==> config.mk <==
export PLATFORM = sky130hd
export DESIGN_NAME = stc_sync_ctrl
export DESIGN_NICKNAME = d
export VERILOG_FILES = /design/src/hw/stc_pkg.sv /design/src/hw/stc_delay_line.sv /design/src/hw/stc_sync_ctrl.sv
export SDC_FILE = /design/constraint.sdc
export NUM_CORES = 1
export LEC_CHECK = 0
export ABC_AREA = 1
export BUFFER_PORTS_ARGS = -buffer_cell sky130_fd_sc_hd__buf_2
export CAP_MARGIN = 10
export CORE_ASPECT_RATIO = 1.75
export CORE_UTILIZATION = 50
export DETAILED_ROUTE_END_ITERATION = 10
export PLACE_DENSITY = 0.72
export SYNTH_ARGS = -nofsm -noshare
export SYNTH_HDL_FRONTEND = slang
export SYNTH_HIERARCHICAL = 1
export SYNTH_SLANG_ARGS = --single-unit
==> constraint.sdc <==
create_clock -name i_clock -period 8.6 [get_ports i_clock]
set_input_delay 1.72 -clock i_clock [delete_from_list [all_inputs] [get_ports i_clock]]
set_output_delay 1.72 -clock i_clock [all_outputs]
set_load 0.1 [all_outputs]
==> src/hw/stc_pkg.sv <==
/*
  Constants and types for the state-transition and bus-sync control of the
  execute stage. Assumes a single 125 MHz system clock.
*/
package stc_pkg;
  localparam int unsigned STC_CLK_MHZ = 125;
  localparam int unsigned STC_EFFECT_DELAY = 2;   // Cycles from execute to effect
  localparam int unsigned STC_DATA_W = 32;
  localparam int unsigned STC_SEL_W = 5;
  localparam logic [31:0] STC_STATUS_RST = 32'h0000_0000;
  localparam logic [31:0] STC_IE_MASK = 32'h0000_0001;   // Interrupt-enable field of status
  localparam logic [4:0] STC_STATUS_SEL = 5'h0c;          // Status register select

  typedef enum logic [0:0] {
    STC_RUN = 1'b0,
    STC_SYNC_WAIT = 1'b1
  } stc_state_e;
endpackage : stc_pkg

==> src/hw/stc_delay_line.sv <==
/*
  Fixed-length delay line of valid-tagged words. Assumes the caller's reset
  is already synchronised to the clock.
*/
module stc_delay_line #(
  parameter int unsigned WIDTH = 8,
  parameter int unsigned DEPTH = 2
) (
  input wire logic i_clock,
  input wire logic i_rstn,
  input wire logic i_valid,
  input wire logic [WIDTH-1:0] i_data,
  output logic o_valid,
  output logic [WIDTH-1:0] o_data
);
  logic [DEPTH-1:0] valid_r;
  logic [WIDTH-1:0] data_r [DEPTH];

  // One stage per cycle of delay
  genvar g;
  generate
    for (g = 0; g < DEPTH; g++) begin : g_stage
      always_ff @(posedge i_clock or negedge i_rstn) begin
        if (!i_rstn) begin
          valid_r[g] <= 1'b0;
          data_r[g] <= '0;
        end else if (g == 0) begin
          valid_r[g] <= i_valid;
          data_r[g] <= i_data;
        end else begin
          valid_r[g] <= valid_r[(g == 0) ? 0 : g-1];
          data_r[g] <= data_r[(g == 0) ? 0 : g-1];
        end
      end
    end
  endgenerate

  assign o_valid = valid_r[DEPTH-1];
  assign o_data = data_r[DEPTH-1];
endmodule : stc_delay_line

==> src/hw/stc_sync_ctrl.sv <==
/*
  Execute-stage control for interrupt enable/disable, coprocessor register
  writes, standby entry and the bus-synchronising instruction. Assumes the
  instruction arrives decoded as one-cycle execute pulses, and that the bus
  and write buffer report idle and empty on the same clock.
*/
module stc_sync_ctrl #(
  parameter int unsigned DELAY = stc_pkg::STC_EFFECT_DELAY
) (
  input wire logic i_clock,
  input wire logic i_rstn,
  input wire logic i_interrupt_enable_instr,
  input wire logic i_interrupt_disable_instr,
  input wire logic i_coproc_register_write_instr,
  input wire logic [stc_pkg::STC_SEL_W-1:0] i_cop_sel,
  input wire logic [stc_pkg::STC_DATA_W-1:0] i_cop_wdata,
  input wire logic i_standby_instr,
  input wire logic i_sync_instr,
  input wire logic i_patch_reg_write,
  input wire logic i_wbuf_empty,
  input wire logic i_bus_busy,
  output logic o_stall,
  output logic o_fetch_hold,
  output logic o_int_accept_en,
  output logic o_cop_we,
  output logic [stc_pkg::STC_SEL_W-1:0] o_cop_sel,
  output logic [stc_pkg::STC_DATA_W-1:0] o_cop_wdata,
  output logic [stc_pkg::STC_DATA_W-1:0] o_status,
  output logic o_standby
);
  import stc_pkg::*;

  localparam int unsigned CMD_W = 2 + STC_SEL_W + STC_DATA_W;

  logic rst_meta_r;
  logic rst_sync_r;
  logic rstn;
  stc_state_e state_r;
  stc_state_e state_nxt;
  logic patch_pend_r;
  logic drained;
  logic held_cop_r;
  logic held_stby_r;
  logic [STC_SEL_W-1:0] held_sel_r;
  logic [STC_DATA_W-1:0] held_data_r;
  logic issue_cop;
  logic issue_stby;
  logic [STC_SEL_W-1:0] issue_sel;
  logic [STC_DATA_W-1:0] issue_data;
  logic dis_now;
  logic dly_valid;
  logic [CMD_W-1:0] dly_in;
  logic [CMD_W-1:0] dly_out;
  logic ie_dly_valid;
  logic [0:0] ie_dly_out;
  logic dly_cop;
  logic dly_stby;
  logic [STC_SEL_W-1:0] dly_sel;
  logic [STC_DATA_W-1:0] dly_data;
  logic status_ie_nxt;
  logic int_block_r;
  logic [STC_DATA_W-1:0] status_r;

  // Reset released through two flops so all flops leave reset together
  always_ff @(posedge i_clock or negedge i_rstn) begin
    if (!i_rstn) begin
      rst_meta_r <= 1'b0;
      rst_sync_r <= 1'b0;
    end else begin
      rst_meta_r <= 1'b1;
      rst_sync_r <= rst_meta_r;
    end
  end
  assign rstn = rst_sync_r;

  // Bus quiet: nothing in the write buffer and no cycle outstanding
  assign drained = i_wbuf_empty && !i_bus_busy;

  // Sync state: entered by the sync instruction unless already drained
  always_comb begin
    state_nxt = state_r;
    case (state_r)
      STC_RUN: begin
        if (i_sync_instr && !drained) begin
          state_nxt = STC_SYNC_WAIT;
        end
      end
      STC_SYNC_WAIT: begin
        if (drained) begin
          state_nxt = STC_RUN;
        end
      end
      default: state_nxt = STC_RUN;
    endcase
  end

  always_ff @(posedge i_clock or negedge rstn) begin
    if (!rstn) begin
      state_r <= STC_RUN;
    end else begin
      state_r <= state_nxt;
    end
  end

  // A patch-region write followed by sync holds fetch until drained
  always_ff @(posedge i_clock or negedge rstn) begin
    if (!rstn) begin
      patch_pend_r <= 1'b0;
    end else if (i_patch_reg_write) begin
      patch_pend_r <= 1'b1;  // Set wins over drain in the same cycle
    end else if (drained) begin
      patch_pend_r <= 1'b0;
    end
  end

  // A coprocessor write or standby arriving during the sync wait is parked
  // here; the pipeline is stalled so at most one can be pending.
  always_ff @(posedge i_clock or negedge rstn) begin
    if (!rstn) begin
      held_cop_r <= 1'b0;
      held_stby_r <= 1'b0;
      held_sel_r <= '0;
      held_data_r <= '0;
    end else if (state_r == STC_SYNC_WAIT && !drained) begin
      if (i_coproc_register_write_instr) begin
        held_cop_r <= 1'b1;
        held_sel_r <= i_cop_sel;
        held_data_r <= i_cop_wdata;
      end
      if (i_standby_instr) begin
        held_stby_r <= 1'b1;
      end
    end else begin
      held_cop_r <= 1'b0;
      held_stby_r <= 1'b0;
    end
  end

  // Issue now unless sync is waiting; outside a sync, no bus wait at all
  always_comb begin
    issue_cop = 1'b0;
    issue_stby = 1'b0;
    issue_sel = i_cop_sel;
    issue_data = i_cop_wdata;
    if (state_r == STC_RUN) begin
      issue_cop = i_coproc_register_write_instr;
      issue_stby = i_standby_instr;
    end else if (drained) begin
      issue_cop = held_cop_r || i_coproc_register_write_instr;
      issue_stby = held_stby_r || i_standby_instr;
      if (held_cop_r) begin
        issue_sel = held_sel_r;
        issue_data = held_data_r;
      end
    end
  end

  // Immediate block: disable instruction, or a status write clearing enable
  assign dis_now = i_interrupt_disable_instr
    || (issue_cop && issue_sel == STC_STATUS_SEL && (issue_data & STC_IE_MASK) == '0);

  assign dly_in = {issue_cop, issue_stby, issue_sel, issue_data};
  assign dly_valid = issue_cop || issue_stby;

  // Two-cycle path for coprocessor writes and standby entry
  stc_delay_line #(
    .WIDTH(CMD_W),
    .DEPTH(DELAY)
  ) u_cmd_delay (
    .i_clock(i_clock),
    .i_rstn(rstn),
    .i_valid(dly_valid),
    .i_data(dly_in),
    .o_valid(),
    .o_data(dly_out)
  );

  assign dly_cop = dly_out[CMD_W-1];
  assign dly_stby = dly_out[CMD_W-2];
  assign dly_sel = dly_out[STC_DATA_W +: STC_SEL_W];
  assign dly_data = dly_out[STC_DATA_W-1:0];

  // Separate delay for enable/disable instructions acting on status
  stc_delay_line #(
    .WIDTH(1),
    .DEPTH(DELAY)
  ) u_ie_delay (
    .i_clock(i_clock),
    .i_rstn(rstn),
    .i_valid(i_interrupt_enable_instr || i_interrupt_disable_instr),
    .i_data(i_interrupt_enable_instr),
    .o_valid(ie_dly_valid),
    .o_data(ie_dly_out)
  );

  // Status enable bit lands two cycles after the instruction
  always_comb begin
    status_ie_nxt = status_r[0];
    if (dly_cop && dly_sel == STC_STATUS_SEL) begin
      status_ie_nxt = dly_data[0];
    end
    if (ie_dly_valid) begin
      status_ie_nxt = ie_dly_out[0];
    end
  end

  always_ff @(posedge i_clock or negedge rstn) begin
    if (!rstn) begin
      status_r <= STC_STATUS_RST;
    end else begin
      if (dly_cop && dly_sel == STC_STATUS_SEL) begin
        status_r <= dly_data;
      end
      status_r[0] <= status_ie_nxt;
    end
  end

  // Block holds from the disabling cycle until the next delayed enable/disable or status write; an enable issued
  // the cycle before the disable lands first, clears it, and lets acceptance through for one cycle.
  always_ff @(posedge i_clock or negedge rstn) begin
    if (!rstn) begin
      int_block_r <= 1'b0;
    end else if (dis_now) begin
      int_block_r <= 1'b1;
    end else if (ie_dly_valid || (dly_cop && dly_sel == STC_STATUS_SEL)) begin
      int_block_r <= 1'b0;
    end
  end

  // Registered outputs; acceptance gated by the registered block as well
  always_ff @(posedge i_clock or negedge rstn) begin
    if (!rstn) begin
      o_int_accept_en <= 1'b0;
      o_cop_we <= 1'b0;
      o_cop_sel <= '0;
      o_cop_wdata <= '0;
      o_status <= STC_STATUS_RST;
      o_standby <= 1'b0;
      o_stall <= 1'b0;
      o_fetch_hold <= 1'b0;
    end else begin
      o_int_accept_en <= status_ie_nxt && !dis_now && !(int_block_r && !ie_dly_valid
        && !(dly_cop && dly_sel == STC_STATUS_SEL));
      o_cop_we <= dly_cop;
      o_cop_sel <= dly_sel;
      o_cop_wdata <= dly_data;
      o_status[STC_DATA_W-1:1] <= (dly_cop && dly_sel == STC_STATUS_SEL) ?
        dly_data[STC_DATA_W-1:1] : status_r[STC_DATA_W-1:1];
      o_status[0] <= status_ie_nxt;
      o_standby <= dly_stby || (o_standby && !i_interrupt_enable_instr);
      o_stall <= (state_nxt == STC_SYNC_WAIT);
      o_fetch_hold <= (state_nxt == STC_SYNC_WAIT) && (patch_pend_r || i_patch_reg_write);
    end
  end
endmodule : stc_sync_ctrl

==> reports/qor.csv <==
metric,value,unit
cpPeakStageDelay,0.47,ns
cts-buffers-inserted,21,
hold_viol,0,
grt_max_degree,86,
fmax,318,MHz
antenna_found_initial,0,
fin_tns_setup,0,ns
clockRootBuffer,clkbuf_16,
htreeDepth,1,
fin_crit_sh,36.6,%
n_antenna_cell,0,
portBuffers,120,
cts.repair.resized,0,
holdWs,0.345,ns
vias,3990,
design.die.area,15600,sq um
drv_slew,0,
synth-warning-count,6,
syn_area,7560,sq um
core,14800,sq um
die_height,165,microns
grt_pass1_wl,19.5,mm
holdBufCountCts,0,
layoutNonFillerInstCount,849,
drive_above_1_share,30.6,%
wirelength,12.0,mm
clk_latency,0.48,ns
dp.cells,811,
max_cap_violations,0,
endpoint_kind,output pin,
cp_slowest_cell,dfrtp_1,
p_total,2.90,mW
cts_buffer_depth,3,
r2r_end,o_cop_wdata[17]$_DFF_PN0_,
avgViaCountPerCell,4.70,
path_clk_slew,0.07,ns
fin_crit,3.15,ns
grt_pass1_vias,4179,
hold_class,flop to flop,
rsz0062_at_grt,no,
fin_skew,0.0116,ns
reg2regPathDepth,1,
critical_path_class,flop to output pin,
path_cells,buf_2,
final_common_cell,dfrtp_1,
leakage,4.50,nW
min_to,rst_sync_r$_DFF_PN0_,
cts_tree,done,
crit_path_start_kind,flop,
slew_headroom,32.6,%
die_x,95.0,microns
start_util,50.9,%
rr_startpoint,rst_sync_r$_DFF_PN0_,
crit_buf_inv,1,
rows,59,
status,completed,
clock_sinks,230,
grt_use_total,16.1,%
final_core_util,59.3,%
ir_drop,0.191,mV
drc,0,
io-pin-count,121,
arrival,1.43,ns
hold_depth,0,
worst_pin_slew,1.01,ns
setup_viol,0,
synth_nets,609,
critPathTopFamily,flip-flops,
crit_required,6.88,ns
firstDrtPassIters,4,
drtIter0Drc,186,
area_delta_synth_final,16.3,%
dp_hpwl,7.69,mm
layout_common_cells,"dfrtp_1 (229), buf_2 (120), nand2_1 (91), o21ai_0 (69), inv_1 (55)",
crit_fanout,6,
detail-route-antenna-nets,0,
overflow,0,
synthCells,562,
p_per_area,330,nW/um^2
hold_start,rst_meta_r$_DFF_PN0_,
final_nets,699,
avgSynthCellArea,13.5,sq um
post_drt_wl_per_cell,14.1,microns
r2r_slack,6.65,ns
gp_congestion,0.805,
postCtsSetupRepairBufs,0,
-- final cells by class --
cell class                 instances  area, sq um
multi-input combinational        220         1220
tap                              183          229
timing repair buffer             124          643
clock buffer                      27          578
inverter                          55          206
sequential                       230         5760
clock inverter                    10          156
fill                            1176         6040
-- flip-flops by register name (all words and copies together), names as in the netlist, 5 cells and up --
register,cells
u_cmd_delay/o_data,39
o_cop_wdata,32
held_sel_r,5
status_r,31
u_cmd_delay/data_r,39
held_data_r,32
o_cop_sel,5
o_status,32
-- routing by layer --
metal	vias up	GRT usage, %	wire length, microns
li1	1888	-	-
met1	1973	19.0	4650
met2	103	29.0	6480
met3	26	2.72	531
met4	0	5.99	332
met5	-	0	0
-- stage by stage --
step                cell area (sq um)  setup slack [ns]
finish                           8790              5.45
global route                     8790              5.40
CTS                              8770              5.39
detailed placement               8040              4.89
global placement                 8040              4.97
floorplan                        7560              1.72
-- report_power, final --
part           internal, mW  leakage [nW]  switching [mW]  total (mW)
Combinational        0.0981          1.32           0.520       0.618
Sequential             1.24          2.81          0.0598        1.30
Clock                 0.597         0.366           0.384       0.981
Total                  1.93          4.50           0.964        2.90
-- worst max-delay path by stage --
stage / to / from / slack (ns) / depth (start not counted)
6_report: o_stall / o_stall$_DFF_PN0_ / 5.45 / 1
5_1_grt: o_stall / o_stall$_DFF_PN0_ / 5.40 / 1
4_1_cts: o_int_accept_en$_DFF_PN0_ / i_bus_busy / 5.39 / 9
3_5_place_dp: o_int_accept_en$_DFF_PN0_ / i_bus_busy / 4.89 / 9
3_3_place_gp: o_int_accept_en$_DFF_PN0_ / i_bus_busy / 4.97 / 9
2_1_floorplan: held_cop_r$_DFFE_PN0P_ / rst_sync_r$_DFF_PN0_ / 1.72 / 0
Note: power is estimated with default switching activity, not from simulation.
